File: src/design/icp_pkg.sv
// icp_pkg: shared constants, states and carriers for the instruction cache port
// assumes: single clock domain, cache and core logic both on the system clock
package icp_pkg;

    ////////////////////////////////////////////////////////////////////////////
    // widths and sizes
    localparam int ADDR_W = 24;        // word address, bits 25 down to 2
    localparam int DATA_W = 32;
    localparam int LINE_WORDS = 4;     // one refill line, one lane enable per word
    localparam int LANE_W = 4;
    localparam int CNT_W = 3;          // counts 0..LINE_WORDS
    localparam int FIFO_DEPTH = 16;
    localparam int REGION_W = 4;       // top address bits select a cache region
    localparam int REGIONS = 16;
    localparam int REGION_LSB = ADDR_W - REGION_W;

    ////////////////////////////////////////////////////////////////////////////
    // reset values
    localparam logic [ADDR_W-1:0] ADDR_RST = 24'h000000;
    localparam logic [DATA_W-1:0] DATA_RST = 32'h00000000;
    localparam logic [LANE_W-1:0] LANE_NONE = 4'h0;
    localparam logic [CNT_W-1:0] CNT_ZERO = 3'h0;
    localparam logic [CNT_W-1:0] CNT_ONE = 3'h1;

    ////////////////////////////////////////////////////////////////////////////
    // state machines; refill is gray along the usual path, fetch flips both bits going FE_DATA to FE_IDLE
    typedef enum logic [1:0] {
        RF_IDLE = 2'h0,
        RF_MEM = 2'h1,
        RF_READY = 2'h3,
        RF_DRAIN = 2'h2
    } icp_refill_e;

    typedef enum logic [1:0] {
        FE_IDLE = 2'h0,
        FE_REQ = 2'h1,
        FE_DATA = 2'h3
    } icp_fetch_e;

    ////////////////////////////////////////////////////////////////////////////
    // carriers
    typedef struct packed {
        logic [ADDR_W-1:0] addr;
        logic branch;
    } icp_fetch_s;

endpackage

File: src/design/icp_instruction_cache_port.sv
// icp_instruction_cache_port: core-side logic toward an attached instruction cache,
// with a refill path (cache miss -> external memory -> cache) and a fetch path.
// assumes: cache, memory port and pipeline run on clk; no synchronisers needed.

////////////////////////////////////////////////////////////////////////////////
// fifo with registered full/empty flags
module icp_fifo #(
    parameter int WIDTH = 32,
    parameter int DEPTH = 16
) (
    // clock and reset
    input wire logic clk,
    input wire logic rst,
    input wire logic ce,
    // filling side
    input wire logic inValid,
    output logic inReady,
    input wire logic [WIDTH-1:0] inData,
    // draining side
    output logic outValid,
    input wire logic outReady,
    output logic [WIDTH-1:0] outData
);
    localparam int PW = $clog2(DEPTH);
    localparam logic [PW:0] DEPTH_CNT = (PW+1)'(DEPTH);

    logic [WIDTH-1:0] mem [DEPTH];
    logic [PW-1:0] wrPtr_r;
    logic [PW-1:0] rdPtr_r;
    logic [PW:0] count_r;
    logic [PW:0] count_nxt;
    logic push;
    logic pop;

    // flags are flops so the top sees registered ready/valid
    assign push = inValid && inReady && ce;
    assign pop = outValid && outReady && ce;
    assign outData = mem[rdPtr_r];

    // occupancy after this cycle's push and pop
    always_comb begin
        count_nxt = count_r;
        if (push && !pop) begin
            count_nxt = count_r + (PW+1)'(1);
        end else if (pop && !push) begin
            count_nxt = count_r - (PW+1)'(1);
        end
    end

    // pointers, count and flags
    always_ff @(posedge clk or posedge rst) begin
        if (rst) begin
            wrPtr_r <= '0;
            rdPtr_r <= '0;
            count_r <= '0;
            inReady <= 1'b1;
            outValid <= 1'b0;
        end else if (ce) begin
            if (push) begin
                wrPtr_r <= wrPtr_r + PW'(1);
            end
            if (pop) begin
                rdPtr_r <= rdPtr_r + PW'(1);
            end
            count_r <= count_nxt;
            inReady <= (count_nxt != DEPTH_CNT);
            outValid <= (count_nxt != '0);
        end
    end

    // storage; no reset needed, contents qualified by outValid
    always_ff @(posedge clk) begin
        if (push) begin
            mem[wrPtr_r] <= inData;
        end
    end
endmodule

////////////////////////////////////////////////////////////////////////////////
// top: core end of the instruction cache port
module icp_instruction_cache_port #(
    parameter int LINE_WORDS = icp_pkg::LINE_WORDS,
    parameter int FIFO_DEPTH = icp_pkg::FIFO_DEPTH
) (
    // clock, reset, enable
    input wire logic clk,
    input wire logic rst,
    input wire logic ce,
    // refill path from the cache
    input wire logic cacheRefillRequest,
    input wire logic [icp_pkg::ADDR_W-1:0] cacheRefillAddress,
    input wire logic reservedTieLowInput,
    // refill path to the cache
    output logic refillAddressAck,
    output logic refillDataReady,
    output logic [icp_pkg::LANE_W-1:0] refillLaneLatchEnable,
    output logic [icp_pkg::DATA_W-1:0] refillDataOut,
    // external memory read port
    output logic memReadRequest,
    output logic [icp_pkg::ADDR_W-1:0] memReadAddress,
    input wire logic memReadAccept,
    input wire logic memDataValid,
    output logic memDataReady,
    input wire logic [icp_pkg::DATA_W-1:0] memData,
    // fetch path to the cache
    output logic cachedFetchRequest,
    output logic [icp_pkg::ADDR_W-1:0] cachedFetchAddress,
    output logic branchTargetFetchFlag,
    output logic fetchCancel,
    output logic uncachedStatusN,
    // fetch path from the cache
    input wire logic fetchAddressAck,
    input wire logic fetchDataLatchEnable,
    input wire logic [icp_pkg::DATA_W-1:0] fetchedInstructionData,
    // pipeline side
    input wire logic coreFetchValid,
    output logic coreFetchReady,
    input wire icp_pkg::icp_fetch_s coreFetch,
    input wire logic coreCancel,
    output logic coreDataValid,
    output logic [icp_pkg::DATA_W-1:0] coreData,
    // cache configuration, one cacheable bit per region
    input wire logic [icp_pkg::REGIONS-1:0] cacheConfigRegister
);
    icp_pkg::icp_refill_e refillState_r;
    icp_pkg::icp_fetch_e fetchState_r;
    logic [icp_pkg::CNT_W-1:0] wordsIn_r;
    logic [icp_pkg::CNT_W-1:0] wordsOut_r;
    logic fifoOutValid;
    logic fifoOutReady;
    logic [icp_pkg::DATA_W-1:0] fifoOutData;
    logic memPush;
    logic fifoPop;
    logic takeFetch;
    logic cancelNow;
    localparam logic [icp_pkg::CNT_W-1:0] LINE_CNT = LINE_WORDS[icp_pkg::CNT_W-1:0];

    // region lookup: low output means the region is configured cacheable
    function automatic logic uncachedFor(input logic [icp_pkg::ADDR_W-1:0] a,
                                         input logic [icp_pkg::REGIONS-1:0] cfg);
        uncachedFor = !cfg[a[icp_pkg::ADDR_W-1:icp_pkg::REGION_LSB]];
    endfunction

    // word index to one-hot lane enable
    function automatic logic [icp_pkg::LANE_W-1:0] laneFor(input logic [icp_pkg::CNT_W-1:0] idx);
        laneFor = icp_pkg::LANE_NONE;
        laneFor[idx[1:0]] = 1'b1;
    endfunction

    ////////////////////////////////////////////////////////////////////////////
    // refill line buffer between external memory and cache
    assign memPush = memDataValid && memDataReady && ce;
    assign fifoOutReady = (refillState_r == icp_pkg::RF_DRAIN);
    assign fifoPop = fifoOutValid && fifoOutReady && ce;

    icp_fifo #(
        .WIDTH(icp_pkg::DATA_W),
        .DEPTH(FIFO_DEPTH)
    ) icp_fifo_inst (
        .clk(clk),
        .rst(rst),
        .ce(ce),
        .inValid(memDataValid && (refillState_r == icp_pkg::RF_MEM)),
        .inReady(memDataReady),
        .inData(memData),
        .outValid(fifoOutValid),
        .outReady(fifoOutReady),
        .outData(fifoOutData)
    );

    ////////////////////////////////////////////////////////////////////////////
    // refill state machine: ack, memory read, data ready, lane drain
    // memDataValid is honoured only in RF_MEM; the word count guards the line
    always_ff @(posedge clk or posedge rst) begin
        if (rst) begin
            refillState_r <= icp_pkg::RF_IDLE;
            refillAddressAck <= 1'b0;
            memReadRequest <= 1'b0;
            memReadAddress <= icp_pkg::ADDR_RST;
            refillDataReady <= 1'b0;
            wordsIn_r <= icp_pkg::CNT_ZERO;
        end else if (ce) begin
            refillAddressAck <= 1'b0;
            refillDataReady <= 1'b0;
            case (refillState_r)
                icp_pkg::RF_IDLE: begin
                    if (cacheRefillRequest) begin
                        refillAddressAck <= 1'b1;
                        memReadRequest <= 1'b1;
                        memReadAddress <= cacheRefillAddress;
                        wordsIn_r <= icp_pkg::CNT_ZERO;
                        refillState_r <= icp_pkg::RF_MEM;
                    end
                end
                icp_pkg::RF_MEM: begin
                    if (memReadAccept) begin
                        memReadRequest <= 1'b0;
                    end
                    if (memPush && refillState_r == icp_pkg::RF_MEM) begin
                        wordsIn_r <= wordsIn_r + icp_pkg::CNT_ONE;
                        if (wordsIn_r + icp_pkg::CNT_ONE == LINE_CNT) begin
                            refillState_r <= icp_pkg::RF_READY;
                        end
                    end
                end
                icp_pkg::RF_READY: begin
                    // ack was given in an earlier cycle, so ready always trails it
                    refillDataReady <= 1'b1;
                    refillState_r <= icp_pkg::RF_DRAIN;
                end
                icp_pkg::RF_DRAIN: begin
                    if (fifoPop && wordsOut_r + icp_pkg::CNT_ONE == LINE_CNT) begin
                        refillState_r <= icp_pkg::RF_IDLE;
                    end
                end
                default: begin
                    refillState_r <= icp_pkg::RF_IDLE;
                end
            endcase
        end
    end

    // lane drain: one word per cycle, lane enable marks where it lands
    always_ff @(posedge clk or posedge rst) begin
        if (rst) begin
            wordsOut_r <= icp_pkg::CNT_ZERO;
            refillLaneLatchEnable <= icp_pkg::LANE_NONE;
            refillDataOut <= icp_pkg::DATA_RST;
        end else if (ce) begin
            refillLaneLatchEnable <= icp_pkg::LANE_NONE;
            if (refillState_r == icp_pkg::RF_READY) begin
                wordsOut_r <= icp_pkg::CNT_ZERO;
            end else if (fifoPop) begin
                refillLaneLatchEnable <= laneFor(wordsOut_r);
                refillDataOut <= fifoOutData;
                wordsOut_r <= wordsOut_r + icp_pkg::CNT_ONE;
            end
        end
    end

    ////////////////////////////////////////////////////////////////////////////
    // fetch path
    assign takeFetch = coreFetchValid && coreFetchReady;
    assign cancelNow = coreCancel && (fetchState_r != icp_pkg::FE_IDLE);

    // fetch state machine; cancel beats a same-cycle ack or data
    always_ff @(posedge clk or posedge rst) begin
        if (rst) begin
            fetchState_r <= icp_pkg::FE_IDLE;
            coreFetchReady <= 1'b1;
            cachedFetchRequest <= 1'b0;
            cachedFetchAddress <= icp_pkg::ADDR_RST;
            branchTargetFetchFlag <= 1'b0;
            uncachedStatusN <= 1'b1;
            fetchCancel <= 1'b0;
        end else if (ce) begin
            fetchCancel <= 1'b0;
            case (fetchState_r)
                icp_pkg::FE_IDLE: begin
                    if (takeFetch) begin
                        cachedFetchRequest <= 1'b1;
                        cachedFetchAddress <= coreFetch.addr;
                        branchTargetFetchFlag <= coreFetch.branch;
                        uncachedStatusN <= uncachedFor(coreFetch.addr, cacheConfigRegister);
                        coreFetchReady <= 1'b0;
                        fetchState_r <= icp_pkg::FE_REQ;
                    end
                end
                icp_pkg::FE_REQ: begin
                    // request and address left untouched until ack or cancel
                    if (cancelNow) begin
                        fetchCancel <= 1'b1;
                        cachedFetchRequest <= 1'b0;
                        branchTargetFetchFlag <= 1'b0;
                        coreFetchReady <= 1'b1;
                        fetchState_r <= icp_pkg::FE_IDLE;
                    end else if (fetchAddressAck) begin
                        cachedFetchRequest <= 1'b0;
                        fetchState_r <= icp_pkg::FE_DATA;
                    end
                end
                icp_pkg::FE_DATA: begin
                    if (cancelNow) begin
                        fetchCancel <= 1'b1;
                    end
                    if (cancelNow || fetchDataLatchEnable) begin
                        branchTargetFetchFlag <= 1'b0;
                        coreFetchReady <= 1'b1;
                        fetchState_r <= icp_pkg::FE_IDLE;
                    end
                end
                default: begin
                    fetchState_r <= icp_pkg::FE_IDLE;
                end
            endcase
        end
    end

    // instruction word capture toward the pipeline; dropped when cancelled
    always_ff @(posedge clk or posedge rst) begin
        if (rst) begin
            coreDataValid <= 1'b0;
            coreData <= icp_pkg::DATA_RST;
        end else if (ce) begin
            coreDataValid <= 1'b0;
            if (fetchState_r == icp_pkg::FE_DATA && fetchDataLatchEnable && !coreCancel) begin
                coreDataValid <= 1'b1;
                coreData <= fetchedInstructionData;
            end
        end
    end

    // reservedTieLowInput is tied low by the system and deliberately unused
endmodule

File: config.mk
export PLATFORM = sky130hd
export DESIGN_NAME = icp_instruction_cache_port
export DESIGN_NICKNAME = d
export VERILOG_FILES = /design/src/design/icp_pkg.sv /design/src/design/icp_instruction_cache_port.sv
export SDC_FILE = /design/constraint.sdc
export NUM_CORES = 1
export LEC_CHECK = 0
export ABC_AREA = 1
export BUFFER_PORTS_ARGS = -buffer_cell sky130_fd_sc_hd__buf_2
export CAP_MARGIN = 0
export CORE_ASPECT_RATIO = 1.2
export CORE_MARGIN = 5
export CORE_UTILIZATION = 45
export CTS_CLUSTER_DIAMETER = 120
export DETAILED_ROUTE_END_ITERATION = 12
export HOLD_SLACK_MARGIN = 0.05
export PLACE_DENSITY_LB_ADDON = 0.12
export SYNTH_ARGS = -nofsm -noshare
export SYNTH_HDL_FRONTEND = slang
export SYNTH_SLANG_ARGS = --single-unit
export TNS_END_PERCENT = 10
File: constraint.sdc
create_clock -name clk -period 3.8 [get_ports clk]
set_input_delay 0.19 -clock clk [delete_from_list [all_inputs] [get_ports clk]]
set_output_delay 0.19 -clock clk [all_outputs]
set_load 0.01 [all_outputs]
==> impl_metrics.py, run 1 <==
metrics = {
    "run_status": {
        "status": "finished, final reports clean",
    },
    "power": {
        "power.share.sequential": 0.403,
        "clkPwrFrac": 0.282,
        "p_leak_nw": 12.8,
        "vdd_drop_max_mv": 0.816,
        "comb_power_share": 0.316,
        "p_int_w": 0.0147,
        "power.density_nw_per_um2": 701,
        "netSwitchingFraction": 0.350,
        "power_switching_w": 0.00792,
    },
    "detailed_routing": {
        "vias_per_cell": 5.25,
        "antenna_left": 0,
        "drtIter0Drc": 1242,
        "first_pass_iters": 5,
        "routed_wl_mm": 66.7,
        "routed-via-count": 17800,
        "wire_per_inst_um": 19.6,
        "drc_errors": 0,
    },
    "floorplan": {
        "fp.dieArea_um2": 64000,
        "core_um2": 58400,
        "die_h_um": 276,
        "start_util": 0.455,
        "fp-row-count": 97,
        "die_x_um": 232,
        "pin_count": 266,
    },
    "global_routing": {
        "grt_antenna_before_repair": 1,
        "grt_pass1_wl_mm": 104,
        "grtUsageTotal": 0.206,
        "grt_max_degree": 191,
        "grt-ovfl-total": 0,
        "grt_pass1_vias": 17800,
    },
    "clock_network": {
        "root_buffer": "clkbuf_16",
        "clk_path_buf_depth": 3,
        "path_clk_slew_ps": 60,
        "cts_tree": "yes",
        "cts_sinks": 662,
        "cts_made_buffers": 68,
        "cts_max_level": 3,
        "worstSkewPairLatency_ps": 600,
        "cts_resized": 0,
    },
    "yosys": {
        "seq_area_frac_synth": 0.721,
        "syn_nets": 2334,
        "synth_cell_types": 36,
        "yosysWarnings": 0,
        "synthFlopType": "edfxtp_1",
        "netlist_area_um2": 26500,
        "ys_ff_latch": 662,
        "syn_area_per_cell_um2": 12.2,
        "synth_edf_count": 512,
        "syn_inst": 2180,
        "synth-async-reset-ratio": 0.227,
    },
    "critical_path": {
        "cp_max_fo": 34,
        "cp-end-kind": "register",
        "crit_slowest_cell": "dlygate4sd3_1",
        "critPathCapture": "uncachedStatusN",
        "r2r_start": "fetchState_r[0]",
        "r2r_slack_ps": 1020,
        "reg2reg_to": "uncachedStatusN",
        "crit_arrival_ps": 3310,
        "crit_path_max_incr_delay_ps": 560,
        "worstSetupPathType": "register to register",
        "crit_path_start_kind": "register",
        "cp.required_ps": 4330,
        "path_cells": "nor2_1 -> nand4_4 -> nor2_1 -> nand3_1 -> dlygate4sd3_1 -> nand3_1 -> dlygate4sd3_1",
        "ff2ff_path_depth": 7,
        "critical_path.startpoint": "fetchState_r[0]",
    },
    "hold_path": {
        "hp-class": "input pin to register",
        "hold_depth": 6,
    },
    "placed_design": {
        "portBuffers": 264,
        "hpwl_mm": 37.7,
        "gp_congestion": 0.766,
    },
    "timing": {
        "report.final.hold_viol_count": 0,
        "relSlewSlack": 0.294,
        "hold_slack_ps": 88.3,
        "fin_crit_sh": 0.731,
        "report.final.slew_viol_count": 0,
        "fin_worst_skew_ps": 21.3,
        "setup_violations": 0,
        "tightest_slew_ps": 1060,
        "post-route-min-period_ps": 2780,
        "fin_setup_tns_ps": 0,
        "rsz0062_at_grt": "false",
        "max_freq_mhz": 360,
    },
    "final_layout": {
        "final_cell_mix": "nand2_1, edfxtp_1, nand3_1, buf_2, a21oi_1",
        "area_delta_synth_final_pct": 21.6,
        "drive_above_1_share": 0.193,
        "fillers": 4833,
        "layout_commonest_cell": "nand2_1",
        "insertedDiodeCount": 0,
        "fin_nets": 2707,
    },
    "flow_run": {
        "maxCapViolations": 0,
    },
}
## metrics by stage
stage	total power (W)	std cells	setup slack [ps]	cell area [µm²]	util
detailed placement	0.0164	3151	1180	28900	0.495
global route	0.0240	3401	808	32300	0.553
floorplan	0.0139	2180	873	26600	-
finish	0.0226	3401	1020	32300	0.553
global placement	0.0162	3151	1210	28900	0.495
CTS	0.0229	3401	994	32300	0.553
## kinds of logic (layout without fill, tap and decap cells)
logic type / count (synthesis) / count (layout) / share of synthesized area
mux: 76 / 76 / 0.0336
flops: 662 / 662 / 0.721
xor+xnor: 7 / 7 / 0.00231
simple gates: 1013 / 1013 / 0.158
fa+ha+maj: 14 / 14 / 0.00660
buf+inv: 168 / 597 / 0.0285
compound gates: 240 / 240 / 0.0498
## worst min-delay path by stage
stage	endpoint	slack, ps	from
after floorplan	icp_fifo_inst.mem[0][0]	290	memData[0]
after global placement	memReadAddress[13]	320	rst
after detailed placement	coreData[0]	350	rst
after CTS	branchTargetFetchFlag	50	fetchDataLatchEnable
after global routing	icp_fifo_inst.wrPtr_r[3]	120	memDataValid
final	branchTargetFetchFlag	90	fetchDataLatchEnable
## Yosys cell counts, types with 2 or more instances
cell | count | area (µm²)
a21oi_1 | 172 | 861
a22o_1 | 4 | 35.0
a22oi_1 | 4 | 30.0
buf_1 | 13 | 48.8
buf_2 | 70 | 350
buf_4 | 4 | 30.0
buf_6 | 3 | 33.8
clkbuf_1 | 38 | 143
dfrtp_1 | 147 | 3680
dfstp_2 | 3 | 78.8
edfxtp_1 | 512 | 15400
ha_1 | 14 | 175
inv_1 | 35 | 131
inv_2 | 3 | 11.3
mux2_1 | 16 | 180
mux2_2 | 50 | 563
mux2_4 | 10 | 150
nand2_1 | 661 | 2480
nand2_2 | 2 | 12.5
nand3_1 | 272 | 1360
nand3_2 | 3 | 30.0
nand4_1 | 3 | 18.8
nor2_1 | 63 | 236
nor2_2 | 4 | 25.0
nor3_1 | 3 | 15.0
o21ai_0 | 20 | 100
o22ai_1 | 3 | 18.8
o31ai_1 | 34 | 255
xor2_1 | 7 | 61.3
## worst max-delay path: cells and delay by family, from the launching register on
kind	cells	cell delay (ps)
simple gates	5	1170
buf+inv	2	1110
flops	1	420
## flip-flops by register name, indices dropped and copies added, names as in the netlist, 3 cells and up
name / flops
icp_fifo_inst.mem: 512
coreData: 32
refillDataOut: 32
cachedFetchAddress: 24
memReadAddress: 24
icp_fifo_inst.count_r: 5
icp_fifo_inst.rdPtr_r: 4
icp_fifo_inst.wrPtr_r: 4
refillLaneLatchEnable: 4
wordsIn_r: 3
wordsOut_r: 3
## layer usage
layer	share of wire	vias up	global-route usage
met4	0.022	2	0.0603
met2	0.49	537	0.348
met3	0.060	96	0.0300
li1	-	8407	-
met5	0.00022	-	0
met1	0.43	8807	0.280
## power groups by stage
stage	combinational [W]	sequential, W	clock [W]
finish	0.00714	0.00911	0.00638
global route	0.00799	0.00921	0.00683
CTS	0.00725	0.00911	0.00656
detailed placement	0.00711	0.00926	0
global placement	0.00701	0.00922	0
floorplan	0.00447	0.00942	0
## final cells by class
| class | instances | area [µm²] | area share |
|---|---|---|---|
| Sequential cell | 662 | 19100 | 0.593 |
| Multi-Input combinational cell | 1350 | 6790 | 0.210 |
| Timing Repair Buffer | 431 | 3070 | 0.0952 |
| Clock buffer | 85 | 1820 | 0.0564 |
| Tap cell | 792 | 991 | 0.0307 |
| Clock inverter | 41 | 295 | 0.00915 |
| Inverter | 40 | 163 | 0.00504 |
## what timing repair did
item,4_1_cts,5_1_grt
hold buffers,124,0
setup buffers,0,0
endpoints found under the setup margin,0,0
hold endpoints to repair,632,0
(Power assumes the default switching activity.)
==> inputs of run 2 (changes only) <==
Clock period 3.8 ns to 2.5 ns, I/O delays scaled along.
==> run 2 against run 1 <==
Against the previous run:
- combinational power rose by 60%
- clock skew fell by 1.4 ps
- register-to-register slack got worse by 830 ps
- power rose by 56%
- die area did not move
- critical path depth fell by 1
- global-route usage rose by 0.74 points
- highest routed layer is now met4
==> impl_metrics.py, run 2 (synthesized netlist as in run 1, its figures left out) <==
metrics = {
    "critical_path": {
        "cp_max_fo": 21,
        "worstSetupPathType": "register to register",
        "crit_path_frequent_cell": "nand2_1",
        "crit_path_max_incr_delay_ps": 410,
        "crit_slowest_cell": "dfrtp_1",
        "crit_path_start_kind": "register",
        "ff2ff_path_depth": 6,
        "cp-end-kind": "register",
        "cp.required_ps": 2730,
        "crit_arrival_ps": 2540,
        "r2r_start": "refillState_r[1]",
        "critical_path.startpoint": "refillState_r[1]",
        "path_cells": "inv_2 -> nand2_1 -> nor2_2 -> nand2_1 -> nor2_4 -> buf_4",
    },
    "power": {
        "p_leak_nw": 13.0,
        "vdd_drop_max_mv": 0.785,
        "power.density_nw_per_um2": 1080,
        "p_total_w": 0.0353,
    },
    "flow_run": {
        "maxCapViolations": 0,
    },
    "floorplan": {
        "core_um2": 58400,
        "start_util": 0.455,
        "die_h_um": 276,
        "fp.dieArea_um2": 64000,
        "fp-row-count": 97,
        "die_x_um": 232,
        "pin_count": 266,
    },
    "clock_network": {
        "clk_path_buf_depth": 3,
        "cts_sinks": 662,
        "path_clk_slew_ps": 60,
        "root_buffer": "clkbuf_16",
        "cts_tree": "yes",
        "worstSkewPairLatency_ps": 600,
        "cts_made_buffers": 69,
        "cts_max_level": 3,
        "post_cts_buffers": 0,
    },
    "timing": {
        "post-route-min-period_ps": 2310,
        "report.final.slew_viol_count": 0,
        "max_freq_mhz": 433,
        "worst_slack_ps": 191,
        "report.final.hold_viol_count": 0,
        "setup_violations": 0,
        "relSlewSlack": 0.402,
        "fin_worst_skew_ps": 19.9,
        "fin_crit_sh": 0.924,
        "fin_setup_tns_ps": 0,
        "tightest_slew_ps": 897,
        "rsz0062_at_grt": "false",
    },
    "hold_path": {
        "hold_depth": 3,
        "hp-class": "input pin to register",
        "min_from": "coreFetch[1]",
    },
    "placed_design": {
        "post-place-ws_ps": 239,
        "dp_cells": 3175,
        "hpwl_mm": 39.6,
        "gp_congestion": 0.785,
        "portBuffers": 264,
    },
    "final_layout": {
        "largest_register_ffs": 512,
        "regMostFlops": "icp_fifo_inst.mem",
        "area_delta_synth_final_pct": 23.6,
        "final_cell_mix": "nand2_1, edfxtp_1, nand3_1, buf_2, a21oi_1",
        "fin_nets": 2740,
        "final_util": 0.562,
        "layout_commonest_cell": "nand2_1",
        "largest_registers": "icp_fifo_inst.mem (512), coreData (32), refillDataOut (32)",
        "stdcell_count": 3437,
        "drive_above_1_share": 0.197,
    },
    "detailed_routing": {
        "routed_wl_mm": 69.9,
        "antenna_left": 0,
        "drtIter0Drc": 1198,
        "routed-via-count": 18000,
        "first_pass_iters": 5,
        "drc_errors": 0,
        "vias_per_cell": 5.23,
        "wire_per_inst_um": 20.3,
    },
    "global_routing": {
        "grt-ovfl-total": 0,
        "grtUsageTotal": 0.213,
        "grt_antenna_before_repair": 5,
        "grt_pass1_vias": 18300,
        "grt_max_degree": 86,
        "grt_pass1_wl_mm": 107,
    },
    "run_status": {
        "status": "finished, final reports clean",
    },
}
[run 2: cell count changes in the layout (fill, tap and decap cells not counted), moves of 7 or more]
cell	delta
clkbuf_1	+11
clkinv_2	-10
dlygate4sd3_1	+7
buf_4	+10
buf_12	+14
[run 2: worst paths after layout]
path	slack [ps]	endpoint
setup reg to reg	190	icp_fifo_inst.mem[0][0]
hold reg to reg	480	refillAddressAck
setup / recovery	190	icp_fifo_inst.mem[0][0]
max in group asynchronous	1170	cachedFetchAddress[12]
min in group asynchronous	690	memReadAddress[13]
hold / removal	290	cachedFetchAddress[0]
[run 2: cell type report]
type | instances | area (µm²)
inverters | 40 | 163
diodes | 5 | 12.5
repair buffers | 462 | 3500
clock buffers | 102 | 2000
clock inverters | 23 | 206
multi-input cells | 1351 | 6800
fillers | 4762 | 25600
well taps | 792 | 991
flip-flops and latches | 662 | 19100
[run 2: power by group]
part / switching, W / internal [W] / total (W)
logic: 0.00725 / 0.00414 / 0.0114
clock network: 0.00408 / 0.00594 / 0.0100
registers: 0.000822 / 0.0131 / 0.0139
total: 0.0122 / 0.0231 / 0.0353
[run 2: through the flow]
stage,hold WS (ps),instance area (µm²)
final,290,32800
after global routing,289,32800
after CTS,256,32800
after detailed placement,152,29300
after global placement,143,29300
after floorplan,224,26600
[run 2: routing by layer]
layer	vias to the layer above	GRT usage	routed length (µm)
met4	0	0.0688	1540
met3	98	0.0367	3960
li1	8480	-	-
met5	-	0	0
met2	542	0.369	35100
met1	8870	0.275	29300
[run 2: critical path, delay by kind of cell, from the launching register on]
kind | cells | cell delay (ps)
AND/OR/NAND/NOR | 4 | 1020
buffers and inverters | 2 | 510
flip-flops | 1 | 410
[run 2: repair_timing]
| action | 4_1_cts | 5_1_grt |
|---|---|---|
| resized for setup | 0 | 0 |
| hold buffers | 131 | 0 |
| setup endpoints to repair | 0 | 1 |
| endpoints found under the hold margin | 753 | 0 |
==> inputs of run 3 (changes only) <==
Settings changed: MAX_ROUTING_LAYER set to met4.
Clock period 2.5 ns to 2.7 ns, I/O delays scaled along.
==> run 3 against run 2 <==
Against the previous run:
- setup slack worse by 5.6 ps
- clock power down 4%
- final cell count about the same
- wire length down 1.5%
- utilization about the same
==> impl_metrics.py, run 3 (synthesized netlist as in run 1, its figures left out) <==
metrics = {
    "global_routing": {
        "grt_antenna_before_repair": 1,
        "grt_pass1_wl_mm": 107,
        "grt_max_degree": 156,
        "grtUsageTotal": 0.219,
        "grt-ovfl-total": 0,
        "grt_pass1_vias": 18200,
    },
    "detailed_routing": {
        "antenna_left": 0,
        "first_pass_iters": 5,
        "drc_errors": 0,
        "drtIter0Drc": 1111,
        "routed_wl_mm": 68.9,
        "wire_per_inst_um": 20.1,
        "routed-via-count": 17900,
        "vias_per_cell": 5.21,
    },
    "final_layout": {
        "final_cell_mix": "nand2_1, edfxtp_1, nand3_1, buf_2, a21oi_1",
        "final_util": 0.562,
        "area_delta_synth_final_pct": 23.5,
        "fin_nets": 2740,
        "largest_registers": "icp_fifo_inst.mem (512), coreData (32), refillDataOut (32)",
        "layout_commonest_cell": "nand2_1",
        "drive_above_1_share": 0.203,
        "regMostFlops": "icp_fifo_inst.mem",
        "fin_area_um2": 32800,
        "largest_register_ffs": 512,
        "stdcell_count": 3435,
    },
    "critical_path": {
        "worstSetupPathType": "register to register",
        "ff2ff_path_depth": 6,
        "cp_max_fo": 20,
        "crit_arrival_ps": 2740,
        "cp.required_ps": 2930,
        "cp-end-kind": "register",
        "crit_path_start_kind": "register",
    },
    "clock_network": {
        "cts_made_buffers": 69,
        "cts_sinks": 662,
        "worstSkewPairLatency_ps": 600,
        "root_buffer": "clkbuf_16",
        "path_clk_slew_ps": 60,
        "cts_tree": "yes",
        "post_cts_buffers": 0,
        "cts_max_level": 3,
        "clk_path_buf_depth": 3,
    },
    "timing": {
        "fin_crit_sh": 0.931,
        "tightest_slew_ps": 873,
        "relSlewSlack": 0.417,
        "report.final.slew_viol_count": 0,
        "worst_slack_ps": 185,
        "setup_violations": 0,
        "post-route-min-period_ps": 2520,
        "fin_worst_skew_ps": 21.7,
        "report.final.hold_viol_count": 0,
        "rsz0062_at_grt": "false",
        "max_freq_mhz": 398,
    },
    "power": {
        "power.share.sequential": 0.393,
        "p_leak_nw": 13.0,
        "vdd_drop_max_mv": 0.737,
        "netSwitchingFraction": 0.344,
        "power.density_nw_per_um2": 1000,
        "power_switching_w": 0.0113,
        "clkPwrFrac": 0.292,
        "p_int_w": 0.0215,
        "comb_power_share": 0.316,
    },
    "placed_design": {
        "post-place-ws_ps": 230,
        "gp_congestion": 0.785,
        "dp_cells": 3175,
        "placed_area_um2": 29100,
        "hpwl_mm": 39.2,
        "portBuffers": 264,
    },
    "flow_run": {
        "maxCapViolations": 0,
    },
    "hold_path": {
        "hold_depth": 3,
        "hp-class": "input pin to register",
    },
    "run_status": {
        "status": "finished, final reports clean",
    },
    "floorplan": {
        "fp-row-count": 97,
        "pin_count": 266,
        "die_x_um": 232,
        "fp.dieArea_um2": 64000,
        "die_h_um": 276,
        "start_util": 0.455,
        "core_um2": 58400,
    },
}
run 3: cell types whose count changed in the layout (fill, tap and decap cells not counted), moves of 5 or more:
cell / before / now
clkbuf_8: 4 / 9
buf_4: 38 / 48
clkinv_2: 4 / 10
clkbuf_1: 24 / 13
buf_12: 29 / 19
run 3: worst paths after layout:
| path | from | to | slack [ps] |
|---|---|---|---|
| max | refillState_r[1] | icp_fifo_inst.mem[5][20] | 180 |
| min | coreFetch[14] | cachedFetchAddress[13] | 290 |
| max reg2reg | refillState_r[1] | icp_fifo_inst.mem[5][20] | 180 |
| min reg2reg | refillDataReady | refillDataReady | 480 |
| max in group asynchronous | rst | refillDataOut[18] | 1400 |
| min in group asynchronous | rst | coreData[2] | 570 |
run 3: worst max-delay path, cell delays in order, from the launching register on:
cell and delay (ps):
dfrtp_1 420, inv_2 90, nand2_1 110, nor2_2 500, nand2_1 390, nor2_4 180
buf_4 420
run 3: cell type report:
class                           instances  area, µm²
Clock inverter                         30        279
Timing Repair Buffer                  463       3380
Antenna cell                            1       2.50
Multi-Input combinational cell       1350       6790
Tap cell                              792        991
Fill cell                            4780      25600
Clock buffer                           97       2050
Inverter                               40        163
Sequential cell                       662      19100
run 3: stage by stage:
stage | hold WS [ps] | setup TNS [ps] | total power, W
final | 293 | 0 | 0.0328
after CTS | 257 | 0 | 0.0332
after global routing | 277 | 0 | 0.0348
after global placement | 39.9 | 0 | 0.0232
after detailed placement | 42.2 | 0 | 0.0234
after floorplan | 234 | -115590 | 0.0195
run 3: power groups by stage:
stage	Sequential, W	Clock [W]	Combinational, W
4_1_cts	0.0129	0.00984	0.0105
3_5_place_dp	0.0131	0	0.0103
3_3_place_gp	0.0131	0	0.0102
6_report	0.0129	0.00959	0.0104
2_1_floorplan	0.0133	0	0.00629
5_1_grt	0.0130	0.0103	0.0115
run 3: per-layer routing:
metal	track usage	routed length, µm
met5	-	0
met1	0.278	29000
met3	0.0355	3890
met4	0.0711	1930
met2	0.364	34100
run 3: timing repair:
action,4_1_cts,5_1_grt
gates resized for setup,0,0
hold endpoints to repair,758,0
hold buffers,132,0
